### src/core/pcf_pkg.sv
// Purpose: Shared constants and types for the clock fan-out model.
// Assumes: One 100 MHz system clock samples every pin.
// Notes:   Times are kept in their own unit and turned into cycles here.
package pcf_pkg;

  // ---------------------------------------------------------------------
  // Timing
  // ---------------------------------------------------------------------
  localparam int unsigned CLK_PERIOD_NS = 10;     // System clock period.
  localparam int unsigned LOCK_MIN_US   = 1000;   // Earliest lock, 1.0 ms.
  localparam int unsigned LOCK_MAX_US   = 10000;  // Latest lock, 10 ms.
  // Lock is declared at the earliest allowed time, rounded up.
  localparam int unsigned LOCK_MIN_CYC  =
    (LOCK_MIN_US * 1000 + CLK_PERIOD_NS - 1) / CLK_PERIOD_NS;
  localparam int unsigned LOCK_MAX_CYC  = (LOCK_MAX_US * 1000) / CLK_PERIOD_NS;

  // ---------------------------------------------------------------------
  // Widths and fixed values
  // ---------------------------------------------------------------------
  localparam int unsigned PER_W   = 16;           // Reference period counter width.
  localparam int unsigned LOCK_W  = 24;           // Lock timer width.
  localparam int unsigned MAIN_N  = 5;            // Number of main clock outputs.
  localparam logic [PER_W-1:0] PER_MAX  = 16'hffff; // Period saturation value.
  localparam logic [PER_W-1:0] SEG_ONE  = 16'h0001; // Shortest segment length.
  localparam logic [2:0]       PH_ZERO  = 3'h0;     // Phase at reset.
  // Bit of the phase counter that carries each output.
  localparam int unsigned PH_HALF_BIT   = 2;
  localparam int unsigned PH_MAIN_BIT   = 1;
  localparam int unsigned PH_DOUBLE_BIT = 0;

  // Which output is wired back to the feedback input.
  typedef enum logic [1:0] {
    PCF_FB_HALF   = 2'b00,
    PCF_FB_MAIN   = 2'b01,
    PCF_FB_DOUBLE = 2'b10
  } pcf_fb_type;

  // Loop lock state.
  typedef enum logic [1:0] {
    PCF_UNLOCKED = 2'b00,
    PCF_ACQUIRE  = 2'b01,
    PCF_LOCKED   = 2'b10
  } pcf_lock_type;

endpackage

### src/core/pcf_fanout.sv
// Purpose: Digital model of a zero-delay clock fan-out driver with test bypass.
// Assumes: Reference pins, loop enable and output enable are synchronous to clk.
// Notes:   The oscillator is modelled by dividing the measured reference period.
`timescale 1ns/1ps

module pcf_fanout #(
  parameter int unsigned LOCK_CYCLES = pcf_pkg::LOCK_MIN_CYC // Lock acquisition time.
) (
  input  wire logic                      clk,
  input  wire logic                      sys_rst,
  input  wire logic                      ce,
  input  wire logic                      ref_clk0,
  input  wire logic                      ref_clk1,
  input  wire logic                      ref_sel,
  input  wire logic                      loop_enable,
  input  wire logic [1:0]                fb_sel,
  input  wire logic                      oe_rst_n,
  output logic [pcf_pkg::MAIN_N-1:0]     main_clock_outputs,
  output logic                           inverted_clock_output,
  output logic                           half_rate_clock,
  output logic                           double_rate_clock,
  output logic                           clock_oe,
  output logic                           lock_out
);

  // ---------------------------------------------------------------------
  // Declarations
  // ---------------------------------------------------------------------
  logic                      ref_in;    // Selected reference level.
  logic                      rise_p;    // Reference rising edge.
  logic                      fall_p;    // Reference falling edge.
  logic [pcf_pkg::PER_W-1:0] period;    // Measured reference period.
  logic [pcf_pkg::PER_W-1:0] seg_len;   // Cycles per phase step.
  logic [pcf_pkg::PER_W-1:0] seg_r;     // Cycles spent in this phase step.
  logic [2:0]                ph_r;      // Eighths of one half-rate period.
  logic [2:0]                ph_nxt;    // Next phase.
  logic                      hold_r;    // Bypass outputs held low.
  logic                      half_bp_r; // Bypass half-rate divider.
  logic [pcf_pkg::LOCK_W-1:0] lock_cnt_r; // Time since acquisition began.
  pcf_pkg::pcf_lock_type     lock_st_r; // Loop lock state.
  pcf_pkg::pcf_fb_type       fb;        // Decoded feedback choice.
  logic                      main_v;    // Main clock value before registering.
  logic                      half_v;    // Half-rate value before registering.
  logic                      dbl_v;     // Double-rate value before registering.
  logic                      inv_v;     // Inverted output value.

  assign ref_in = ref_sel ? ref_clk1 : ref_clk0;
  // The unused code falls back to main feedback, the most common wiring.
  assign fb = (fb_sel == 2'b00) ? pcf_pkg::PCF_FB_HALF :
              (fb_sel == 2'b10) ? pcf_pkg::PCF_FB_DOUBLE : pcf_pkg::PCF_FB_MAIN;

  // ---------------------------------------------------------------------
  // Reference measurement
  // ---------------------------------------------------------------------
  pcf_ref_meter u_meter (
    .clk      (clk),
    .sys_rst  (sys_rst),
    .ce       (ce),
    .ref_in   (ref_in),
    .rise_p   (rise_p),
    .fall_p   (fall_p),
    .period_r (period)
  );

  // Rounds the phase to the nearest rising edge of the fed-back output,
  // so that output's rising edge lands on the reference rising edge.
  function automatic logic [2:0] pcf_align(input logic [2:0] ph,
                                           input pcf_pkg::pcf_fb_type f);
    logic [2:0] span;
    logic [2:0] sum;
    span = 3'h0;
    sum  = 3'h0;
    unique case (f)
      pcf_pkg::PCF_FB_HALF:   span = 3'h0; // Whole counter is one period.
      pcf_pkg::PCF_FB_MAIN:   span = 3'h4;
      pcf_pkg::PCF_FB_DOUBLE: span = 3'h2;
    endcase
    if (span == 3'h0)
      pcf_align = pcf_pkg::PH_ZERO;
    else
    begin
      sum       = ph + (span >> 1);
      pcf_align = sum & ~(span - 3'h1);
    end
  endfunction

  // ---------------------------------------------------------------------
  // Segment length: the fed-back output's period is one reference period,
  // and the phase counter takes two steps per double-rate period.
  // ---------------------------------------------------------------------
  always_comb
  begin
    seg_len = period;
    unique case (fb)
      pcf_pkg::PCF_FB_HALF:   seg_len = period >> 3;
      pcf_pkg::PCF_FB_MAIN:   seg_len = period >> 2;
      pcf_pkg::PCF_FB_DOUBLE: seg_len = period >> 1;
    endcase
    if (seg_len == '0)
      seg_len = pcf_pkg::SEG_ONE;
  end

  // Next phase: re-aligned on every reference rise, else stepped per segment.
  always_comb
  begin
    ph_nxt = ph_r;
    if (rise_p)
      ph_nxt = pcf_align(ph_r, fb);
    else if (seg_r + pcf_pkg::SEG_ONE >= seg_len)
      ph_nxt = ph_r + 3'h1;
  end

  // ---------------------------------------------------------------------
  // Oscillator model: phase and segment counters.
  // ---------------------------------------------------------------------
  always_ff @(posedge clk)
  begin
    // Pin-driven restarts wait for the clock enable so that a low enable freezes all state.
    if (sys_rst || (ce && !loop_enable))
    begin
      // A stopped oscillator restarts from a clean phase.
      seg_r <= '0;
      ph_r  <= pcf_pkg::PH_ZERO;
    end
    else if (ce)
    begin
      ph_r <= ph_nxt;
      if (rise_p || seg_r + pcf_pkg::SEG_ONE >= seg_len)
        seg_r <= '0;
      else
        seg_r <= seg_r + pcf_pkg::SEG_ONE;
    end
  end

  // ---------------------------------------------------------------------
  // Bypass hold and divider.
  // ---------------------------------------------------------------------
  always_ff @(posedge clk)
  begin
    if (sys_rst || (ce && !oe_rst_n))
    begin
      // The output reset parks the bypass path low.
      hold_r    <= 1'b1;
      half_bp_r <= 1'b0;
    end
    else if (ce && fall_p)
    begin
      hold_r <= 1'b0;
      // The divider only runs once released, so it too starts low.
      if (!hold_r)
        half_bp_r <= ~half_bp_r;
    end
  end

  // ---------------------------------------------------------------------
  // Lock state machine.
  // ---------------------------------------------------------------------
  always_ff @(posedge clk)
  begin
    if (sys_rst || (ce && (!loop_enable || !oe_rst_n || period == pcf_pkg::PER_MAX)))
    begin
      // Floating outputs open the feedback loop; so does a missing reference.
      lock_st_r  <= pcf_pkg::PCF_UNLOCKED;
      lock_cnt_r <= '0;
    end
    else if (ce)
    begin
      unique case (lock_st_r)
        pcf_pkg::PCF_UNLOCKED:
        begin
          // Timing starts at the first reference rising edge seen.
          if (rise_p)
            lock_st_r <= pcf_pkg::PCF_ACQUIRE;
        end
        pcf_pkg::PCF_ACQUIRE:
        begin
          // Lock is declared once the minimum acquisition time has passed.
          if (lock_cnt_r + 24'h000001 >= LOCK_CYCLES[pcf_pkg::LOCK_W-1:0])
            lock_st_r <= pcf_pkg::PCF_LOCKED;
          lock_cnt_r <= lock_cnt_r + 24'h000001;
        end
        pcf_pkg::PCF_LOCKED:
          lock_st_r <= pcf_pkg::PCF_LOCKED;
        default:
          lock_st_r <= pcf_pkg::PCF_UNLOCKED;
      endcase
    end
  end

  // ---------------------------------------------------------------------
  // Output selection between loop and bypass.
  // ---------------------------------------------------------------------
  always_comb
  begin
    if (loop_enable)
    begin
      half_v = ~ph_r[pcf_pkg::PH_HALF_BIT];
      main_v = ~ph_r[pcf_pkg::PH_MAIN_BIT];
      dbl_v  = ~ph_r[pcf_pkg::PH_DOUBLE_BIT];
      inv_v  = ~main_v;
    end
    else
    begin
      // Reference goes straight to the distribution, no frequency limit.
      main_v = hold_r ? 1'b0 : ref_in;
      half_v = hold_r ? 1'b0 : half_bp_r;
      // During the hold every output but double-rate sits low.
      inv_v  = hold_r ? 1'b0 : ~ref_in;
      dbl_v  = ~ref_in;
    end
  end

  // ---------------------------------------------------------------------
  // Registered pin drivers and enables.
  // ---------------------------------------------------------------------
  always_ff @(posedge clk)
  begin
    if (sys_rst)
    begin
      main_clock_outputs    <= '0;
      inverted_clock_output <= 1'b0;
      half_rate_clock       <= 1'b0;
      double_rate_clock     <= 1'b0;
      clock_oe              <= 1'b0;
      lock_out              <= 1'b0;
    end
    else if (ce)
    begin
      main_clock_outputs    <= {pcf_pkg::MAIN_N{main_v}};
      inverted_clock_output <= inv_v;
      half_rate_clock       <= half_v;
      double_rate_clock     <= dbl_v;
      // Only the clock pins float; the lock indicator always drives.
      clock_oe              <= oe_rst_n;
      // The indicator drops with the loop state when oe_rst_n or loop_enable falls; on a missing reference it drops one cycle behind.
      lock_out              <= (lock_st_r == pcf_pkg::PCF_LOCKED)
                               && oe_rst_n && loop_enable;
    end
  end

endmodule

### src/core/pcf_ref_meter.sv
// Purpose: Edge detection and period measurement of the selected reference.
// Assumes: The reference level is synchronous to clk.
// Notes:   Period is counted rise to rise and saturates when the reference stops.
`timescale 1ns/1ps
module pcf_ref_meter (
  input  wire logic                      clk,
  input  wire logic                      sys_rst,
  input  wire logic                      ce,
  input  wire logic                      ref_in,
  output logic                           rise_p,
  output logic                           fall_p,
  output logic [pcf_pkg::PER_W-1:0]      period_r
);

  logic                     level_r;  // Reference level one cycle ago.
  logic [pcf_pkg::PER_W-1:0] count_r; // Cycles since the last rising edge.

  // Edges are seen against the previous level only.
  assign rise_p = ce & ref_in & ~level_r;
  assign fall_p = ce & ~ref_in & level_r;

  // ---------------------------------------------------------------------
  // Level history.
  // ---------------------------------------------------------------------
  always_ff @(posedge clk)
  begin
    if (sys_rst)
      level_r <= 1'b0;
    else if (ce)
      level_r <= ref_in;
  end

  // ---------------------------------------------------------------------
  // Period counter: captured on every rising edge, then restarted.
  // ---------------------------------------------------------------------
  always_ff @(posedge clk)
  begin
    if (sys_rst)
    begin
      count_r  <= '0;
      period_r <= pcf_pkg::PER_MAX;
    end
    else if (rise_p)
    begin
      // The edge cycle itself is counted, so the period is count plus one.
      period_r <= count_r + pcf_pkg::SEG_ONE;
      count_r  <= '0;
    end
    else if (ce)
    begin
      // A reference that stops shows as a saturated period, which unlocks the loop.
      if (count_r != pcf_pkg::PER_MAX)
        count_r <= count_r + pcf_pkg::SEG_ONE;
      else
        period_r <= pcf_pkg::PER_MAX;
    end
  end

endmodule

### config.mk
export PLATFORM = sky130hd
export DESIGN_NAME = pcf_fanout
export DESIGN_NICKNAME = d
export VERILOG_FILES = /design/src/core/pcf_pkg.sv /design/src/core/pcf_fanout.sv /design/src/core/pcf_ref_meter.sv
export SDC_FILE = /design/constraint.sdc
export NUM_CORES = 1
export LEC_CHECK = 0
export BUFFER_PORTS_ARGS = -buffer_cell sky130_fd_sc_hd__buf_4
export CORE_AREA = 2 2 106 108
export DETAILED_ROUTE_END_ITERATION = 10
export DIE_AREA = 0 0 108 110
export GPL_TIMING_DRIVEN = 0
export PLACE_DENSITY = 0.66
export SETUP_SLACK_MARGIN = 0.05
export SLEW_MARGIN = 15
export SYNTH_ARGS = -nofsm -noshare
export SYNTH_HDL_FRONTEND = slang
export SYNTH_HIERARCHICAL = 1
export SYNTH_SLANG_ARGS = --single-unit
### constraint.sdc
create_clock -name clk -period 6.28 [get_ports clk]
set_input_delay 1.57 -clock clk [delete_from_list [all_inputs] [get_ports clk]]
set_output_delay 1.57 -clock clk [all_outputs]
set_load 0.01 [all_outputs]
[After elaboration in Yosys (flattened, before gate mapping)]
Index checks and enable logic that the tools add are counted.
Storage, ports and cells
  flip-flop bits (word level): 86
  input port bits: 10
  output and inout port bits: 10
  logic and storage cells: 98
Cells by class
  add/subtract/negate cells: 6
  magnitude comparators: 2
  eq/ne operators: 10
  mux-type cells: 24
  bitwise logic cells: 13
  reductions and logical operators: 28
Operator list (count)
  $mux 16: 5
  $pmux 16 s3: 1
  $add 16x1->16 const B: 2
  $add 24x1->24 const B: 1
  $ge 24x17->1 const B: 1
  $eq 16x16->1 const B: 1
  $ge 16x16->1: 1
  $logic_not 16->1: 1
  $ne 16x16->1 const B: 1
  $mux 3: 4
  $reduce_and 2->1: 5
  $pmux 3 s3: 1
  $mux 1: 8
  $mux 2: 4
  $not 1->1: 7
  $eq 2x2->1 const B: 3
  $logic_and 1x1->1: 6
  $logic_not 2->1: 3
  $logic_or 1x1->1: 6
  $ne 2x2->1 const B: 3
  $pmux 2 s3: 1
  $and 1x1->1: 4
  $eq 2x1->1 const B: 2
  $reduce_bool 2->1: 2
  9 further kinds: 10

[Depth between registers and ports, before layout]
Gate-level depths: netlist (run 1).
  word-level depth: 11
  mapped depth: 18
  gate-level depth less buffers: 15

[Hierarchy]
The synthesis (run 1) kept the hierarchy.
Modules (own cells, without submodules)
  pcf_fanout: instances 1, cells an instance 456, area each 3659.8 µm², sequential area each 1061.0 µm²
  pcf_ref_meter: instances 1, cells an instance 156, area each 1624.1 µm², sequential area each 660.6 µm²

[Worst setup path after synthesis (run 1)]
No wires, ideal clock.
  kind: input port to flip-flop
  from: input port fb_sel[1]
  to: register seg_r[5] (netlist name)
  library setup time: 0.069 ns
  data arrival time: 4.812 ns
  data required time: 6.211 ns
  setup slack: 1.399 ns
  cell stages on the path: 17
  path buffers: 2
  cell sequence: clkbuf_1 -> buf_1 -> mux2i_1 -> nor2_1 -> a21oi_1 -> nand3_1 -> nor4_1 -> a211o_1 -> ha_1 -> nand2b_1 -> a21oi_1 -> o21ai_0 -> a31oi_1 -> o211ai_1 -> a2111o_1 -> or3_1 -> o21ai_1
On the way
  longest elaborated chain between the ends: 10
  elaborated cells on any way between the ends: 13
  those cells by class: order compare (1); eq/ne (3); mux (5); reduce/logical (4)
RTL lines
  start, declared: line pcf_fanout.sv:16  | input wire logic [1:0] fb_sel,
  $eq 2x2->1: line pcf_fanout.sv:50  | (fb_sel == 2'b10) ? pcf_pkg::PCF_FB_DOUBLE : pcf_pkg::PCF_FB_MAIN;
  $mux 2: line pcf_fanout.sv:50
  $mux 2 *: line pcf_fanout.sv:49  | assign fb = (fb_sel == 2'b00) ? pcf_pkg::PCF_FB_HALF :
  $eq 2x2->1 (tied with other cells): line pcf_fanout.sv:94  | unique case (fb)
  $pmux 16 s3 *: line pcf_fanout.sv:94
  $logic_not 16->1: line pcf_fanout.sv:99  | if (seg_len == '0)
  $mux 16 *: line pcf_fanout.sv:99
  $ge 16x16->1 *: line pcf_fanout.sv:128  | if (rise_p || seg_r + pcf_pkg::SEG_ONE >= seg_len)
  $logic_or 1x1->1 *: line pcf_fanout.sv:128
  $mux 16 *: line pcf_fanout.sv:128
  end signal, assigned: line pcf_fanout.sv:131  | seg_r <= seg_r + pcf_pkg::SEG_ONE;
  end, declared: line pcf_fanout.sv:34  | logic [pcf_pkg::PER_W-1:0] seg_r;
Mark *: on every way between the ends. The rest lies on a longest branch, timed or not. The select of a mux whose other input is x is not followed.
A chain may end at the register's enable or synchronous reset.

[Final worst setup path (run 1)]
  from: input port fb_sel[1]
  to: register seg_r[8] (netlist name)
The elaborated chain is that of the path after synthesis.

==> flow_summary.yaml, run 1 <==
route:
  wl_per_cell_um: 14.90
  route.antenna.remaining_nets: 0
  viasPerCell: 5.713
  drcViolationCount: 0
  drt-initial-drc-count: 305
  drt_wl_total_um: 11700
  dr_total_vias: 4485
  drtPass1Iterations: 5
synth:
  syn_area_per_cell_um2: 8.634
  synth-edff-count: 0
  ys_types: 71
  async_flop_share_pct: 0
  syn_nets: 647
  netlist_instances: 612
  yosysSeqAreaShare_pct: 32.58
  synth_area_um2: 5284
  ys_ff_latch: 86
  synth_ff_type: "dfxtp_1"
  yosys_warnings: 6
worst_setup_path:
  cp_data_arrival_time_ns: 5.55
  max_stage_delay_ns: 0.54
  cp_slowest_cell: "a2111oi_1"
  required_ns: 6.58
  critical_path_buf_inv_count: 3
  startpoint_type: "input pin"
  cp_max_fo: 10
  critical_path.top_delay_family: "compound AO/OA/AOI/OAI gates"
  worstSetupEndpointType: "flip-flop"
  critPathKind: "in2reg"
  crit_chain: "clkbuf_1, buf_1, mux2i_1, nor2_1, a21oi_1, nand3_1, nor4_1, a211o_1, ha_1, nand2b_1, a21oi_1, o21ai_0, a31oi_1, o211ai_1, a2111oi_1, buf_2, a21oi_1, o21ai_1"
  critPathMostFrequentCell: "a21oi_1"
clock_tree:
  clockBufferDepth: 2
  cts-hold-fix-buffers: 0
  cts_made_buffers: 9
  cts_sinks: 86
  root_buffer: "clkbuf_8"
  clk_latency_ns: 0.38
  tritoncts: "yes"
  cts.clk_slew.worst_paths_ns: 0.08
  postCtsSetupRepairBufs: 0
  htreeDepth: 3
  post_cts_resized: 0
finish:
  stdcell_count: 785
  n_antenna_cell: 0
  fillers: 985
  final_nets: 675
  drive_gt1_share_pct: 12.71
  register_area_um2: 1722
  multiInputGateArea_um2: 3306
  area_delta_synth_final_pct: 9.259
floorplanning:
  dieArea_um2: 11880
  start_util_pct: 49.39
  die_w_um: 108
  dieHeight_um: 110
  rows: 38
  io_pins: 20
  core_um2: 10700
pwr:
  leakage_nw: 2.125
  power.density_nw_per_um2: 186.1
  internal_power_w: 0.0007827
  ir_drop_mv: 0.1015
  p_sw_w: 0.0002917
  switching_share_pct: 27.15
  clockPowerShare_pct: 34.5
  p_seq_share_pct: 53.6
  pwr-share-comb_pct: 11.9
worst_hold_path:
  min_path_type: "reg2reg"
outcome:
  status: "completed"
place:
  gp_congestion: 0.9180
  placedCellCount: 769
  dp_hpwl_um: 8731
  pre_cts_slack_ns: 0.7152
  portBuffers: 17
timing:
  hold_viol_final: 0
  max_slew.worst_pin.slew_ns: 0.7475
  final.setup.tns_ns: 0
  finalWorstPathRequiredPeriod_ns: 5.246
  slew_headroom_pct: 49.79
  fmax_mhz: 190.6
  fin_ws_ns: 1.034
  drv_slew: 0
  rsz0062_at_grt: "false"
  period_share_pct: 83.53
  fin_worst_skew_ns: 0.01510
  setup_viol: 0
grt:
  grt_usage_pct: 21.06
  overflow: 0
  grt_max_degree: 15
  grt_pass1_vias: 4108
  grt_antenna_before_repair: 0
  grt_pass1_wl_um: 20070
flow_run:
  max_cap_violations: 0
cell usage after synthesis (5+ instances only):
| library cell | instances | share of area (%) |
|---|---|---|
| inv_1 | 17 | 1.2 |
| o21ai_0 | 16 | 1.5 |
| a22o_1 | 9 | 1.5 |
| nand3_1 | 26 | 2.5 |
| o21ai_1 | 5 | 0.47 |
| nand2b_1 | 7 | 0.83 |
| or3_1 | 14 | 1.7 |
| nand4_1 | 20 | 2.4 |
| o211ai_1 | 11 | 1.6 |
| o22ai_1 | 5 | 0.59 |
| xor2_1 | 32 | 5.3 |
| xnor2_1 | 23 | 3.8 |
| nor2b_1 | 6 | 0.71 |
| nor4_1 | 9 | 1.1 |
| ha_1 | 24 | 5.7 |
| a31oi_1 | 5 | 0.59 |
| and3_1 | 8 | 0.95 |
| dfxtp_1 | 86 | 33 |
| nor3_1 | 9 | 0.85 |
| a21o_1 | 6 | 0.85 |
| a2bb2oi_2 | 10 | 2.8 |
| a21oi_1 | 41 | 3.9 |
| nand2_1 | 46 | 3.3 |
| clkbuf_1 | 16 | 1.1 |
| a2bb2oi_1 | 6 | 0.99 |
| nor2_1 | 58 | 4.1 |
| mux2i_1 | 17 | 3.2 |
worst paths after layout:
kind	startpoint	to	slack (ns)	cells after the start
worst max register to register	seg_r[0]	seg_r[8]	2.15	15
worst min-delay path	inverted_clock_output	inverted_clock_output	0.47	2
worst max-delay path	fb_sel[1]	seg_r[8]	1.03	18
worst min register to register	inverted_clock_output	inverted_clock_output	0.47	2
cells by family after synthesis:
group	Yosys count	synth area share (%)
xor+xnor	55	9.117
simple gates	239	24.48
buf+inv	48	4.854
fa+ha+maj	25	6.062
mux	19	3.647
compound gates	140	19.25
flops	86	32.58
power groups by stage:
| stage | registers, W | logic [W] | clock network, W |
|---|---|---|---|
| final | 0.000575 | 0.000128 | 0.000371 |
| after global routing | 0.000578 | 0.000142 | 0.000406 |
| after CTS | 0.000575 | 0.000129 | 0.000383 |
| after detailed placement | 0.000588 | 0.000128 | 0 |
| after global placement | 0.000587 | 0.000125 | 0 |
| after floorplan | 0.000584 | 0.0000936 | 0 |
placed cells by master (no fill, tap or decap), drive strengths merged, types with 3 or more instances in the layout:
master | synthesis | final
dfxtp | 86 | 86
nor2 | 59 | 59
nand2 | 46 | 46
a21oi | 43 | 43
xor2 | 32 | 32
buf | 15 | 32
nand3 | 28 | 28
clkbuf | 16 | 28
o21ai | 25 | 25
ha | 24 | 24
xnor2 | 23 | 23
nand4 | 21 | 21
mux2i | 17 | 17
inv | 17 | 17
or3 | 17 | 17
a2bb2oi | 16 | 16
o211ai | 11 | 11
nor4 | 10 | 10
nor3 | 10 | 10
and3 | 10 | 10
a22o | 9 | 9
nand2b | 7 | 7
nor2b | 6 | 6
a21o | 6 | 6
or4 | 6 | 6
a31oi | 5 | 5
o22ai | 5 | 5
and4 | 5 | 5
and2 | 4 | 4
o31ai | 4 | 4
a211oi | 4 | 4
or2 | 4 | 4
o21a | 3 | 3
clkinvlp | 0 | 3
a2111oi | 3 | 3
flip-flops by register name (all words and copies together) (netlist names):
name	cells
u_meter/count_r	16
double_rate_clock	1
u_meter/period_r	16
clock_oe	1
lock_st_r	2
main_clock_outputs	1
seg_r	16
ph_r	3
u_meter/level_r	1
half_bp_r	1
hold_r	1
lock_out	1
inverted_clock_output	1
lock_cnt_r	24
half_rate_clock	1
metrics by stage:
| step | util [%] | hold WS, ns | area, um2 | power, W |
|---|---|---|---|---|
| 6_report | 53.96 | 0.4719 | 5773 | 0.001074 |
| 5_1_grt | 53.96 | 0.5077 | 5773 | 0.001127 |
| 4_1_cts | 53.96 | 0.4752 | 5773 | 0.001087 |
| 3_5_place_dp | 52.22 | 0.4613 | 5587 | 0.0007161 |
| 3_3_place_gp | 52.22 | 0.4582 | 5587 | 0.0007122 |
| 2_1_floorplan | - | 0.4504 | 5284 | 0.0006775 |
worst register-to-register path, cell delays in order, from the launching register on:
cell	delay, ns
dfxtp_1	0.44
ha_1	0.26
and3_1	0.23
and3_1	0.21
nand3_1	0.17
nor2_1	0.25
xor2_1	0.25
ha_1	0.28
a21oi_1	0.13
nor2b_1	0.06
a2111oi_1	0.44
o211ai_1	0.24
a2111oi_1	0.54
buf_2	0.32
a21oi_1	0.10
o21ai_1	0.13
per-layer routing:
metal	part of all wire, %	global-route usage [%]	wire length (um)
met5	0	0	0
met4	1.6	7.692	193
met2	44	32.26	5153
met1	51	30.32	5980
met3	3.2	2.822	372
cell type report:
| class | count | area share, % |
|---|---|---|
| multi-input cells | 478 | 57.26 |
| flip-flops and latches | 86 | 29.82 |
| plain buffers | 31 | 3.338 |
| well taps | 140 | 3.034 |
| clock buffers | 12 | 2.687 |
| repair buffers | 17 | 2.211 |
| inverters | 17 | 1.105 |
| clock inverters | 4 | 0.5418 |
No activity file was read; power rests on OpenSTA's default activity.
==> run 2: changes to the inputs <==
Settings changed: PLACE_DENSITY 0.66 to 0.68.
Clock period 6.28 ns to 4.55 ns, I/O delays scaled along.
==> flow_summary.yaml, run 2 (same netlist as run 1, synthesis figures left out) <==
outcome:
  status: "completed"
floorplanning:
  io_pins: 20
  dieHeight_um: 110
  core_um2: 10700
  die_w_um: 108
  start_util_pct: 49.39
  rows: 38
  dieArea_um2: 11880
clock_tree:
  clk_latency_ns: 0.37
  tritoncts: "yes"
  cts_sinks: 86
  cts.clk_slew.worst_paths_ns: 0.08
  root_buffer: "clkbuf_8"
  cts_made_buffers: 9
  htreeDepth: 3
  clockBufferDepth: 2
pwr:
  power_w: 0.001620
  power.density_nw_per_um2: 277.3
  leakage_nw: 2.174
  ir_drop_mv: 0.1730
worst_setup_path:
  cp_data_arrival_time_ns: 4.52
  worstSetupEndpointType: "flip-flop"
  required_ns: 4.85
  startpoint_type: "input pin"
  cp_max_fo: 10
  critPathKind: "in2reg"
place:
  placedCellCount: 769
  dpl_cell_area_um2: 5587
  dp_hpwl_um: 8758
  gp_congestion: 0.9609
  portBuffers: 17
finish:
  largest_register_ffs: 24
  mostFrequentLayoutCell: "dfxtp_1"
  largest-register: "lock_cnt_r"
  n_antenna_cell: 0
  area_delta_synth_final_pct: 10.56
  stdcell_count: 785
  fin_util_pct: 54.61
  drive_gt1_share_pct: 13.33
  final_cell_mix: "86 x dfxtp_1, 58 x nor2_1, 46 x nand2_1, 41 x a21oi_1, 32 x xor2_1"
  final_nets: 676
  fin_area_um2: 5842
timing:
  rsz0062_at_grt: "false"
  period_share_pct: 92.58
  fin_worst_skew_ns: 0.009246
  finalWorstPathRequiredPeriod_ns: 4.213
  fmax_mhz: 237.4
  slew_headroom_pct: 47.30
  hold_viol_final: 0
  max_slew.worst_pin.slew_ns: 0.7845
  setup_viol: 0
  drv_slew: 0
  timing.hold.ws_ns: 0.4752
flow_run:
  max_cap_violations: 0
grt:
  grt_antenna_before_repair: 0
  grt_pass1_vias: 4108
  grt_util_met2_pct: 32.21
  met1_usage_pct: 29.15
  overflow: 0
  grt_usage_pct: 20.96
  grt-busiest-layer: "met2"
  grt_use_met3_pct: 3.527
  grt_pass1_wl_um: 19810
  grt_max_degree: 14
route:
  drt_wl_total_um: 11650
  viasPerCell: 5.736
  dr_total_vias: 4503
  drt-initial-drc-count: 251
  drtPass1Iterations: 4
  drcViolationCount: 0
  wl_per_cell_um: 14.83
  route.antenna.remaining_nets: 0
worst_hold_path:
  min_path_type: "reg2reg"
==> run 2: critical path, stage by stage <==
cell	delay [ns]
clkbuf_2	0.21
buf_4	0.24
mux2i_1	0.21
nor2_1	0.06
a21oi_1	0.23
nand4_1	0.13
nor4_1	0.24
a211o_1	0.15
ha_1	0.21
nand2b_1	0.13
a21oi_1	0.14
o21ai_0	0.08
a31oi_1	0.16
o211ai_1	0.16
a2111o_1	0.60
or3_1	0.34
o21ai_1	0.07
==> run 2: power breakdown <==
group | total (W) | switching, W | internal (W) | leakage (nW)
combinational | 0.000177 | 0.0000950 | 0.0000820 | 1.36
sequential | 0.000795 | 0.0000245 | 0.000770 | 0.698
clock | 0.000648 | 0.000272 | 0.000376 | 0.119
total | 0.00162 | 0.000392 | 0.00123 | 2.17
==> run 2: path summary, 6_finish.rpt <==
path | depth (start not counted) | to | startpoint | slack (ns)
max reg2reg | 14 | seg_r[8] | seg_r[0] | 0.48
min | 2 | inverted_clock_output | inverted_clock_output | 0.48
max | 17 | seg_r[8] | fb_sel[1] | 0.34
min reg2reg | 2 | inverted_clock_output | inverted_clock_output | 0.48
==> run 2: through the flow <==
stage	worst slack (ns)	TNS [ns]
floorplan	0.1015	0
global placement	-0.5312	-6.824
detailed placement	-0.6124	-8.219
CTS	0.08356	0
global route	0.05578	0
finish	0.3374	0
==> run 2: per-layer routing <==
layer	vias to the layer above	wire length [um]
met5	-	0
met4	0	192
met3	13	341
met2	55	5184
met1	2141	5927
li1	2294	-
==> run 2: cell type report <==
cell class	count	area, um2
multi-input combinational	478	3311
fill	1004	4856
clock buffer	11	141.4
sequential	86	1722
clock inverter	4	95.09
timing repair buffer	18	135.1
inverter	17	63.81
buffer	31	198.9
tap	140	175.2
==> run 2: what timing repair did <==
item                                    CTS  global route
hold buffers                              0             0
buffers inserted                          0             1
pin swaps                                 0             1
endpoints found under the setup margin   14            18
hold endpoints to repair                  0             0
resized for setup                         2             6
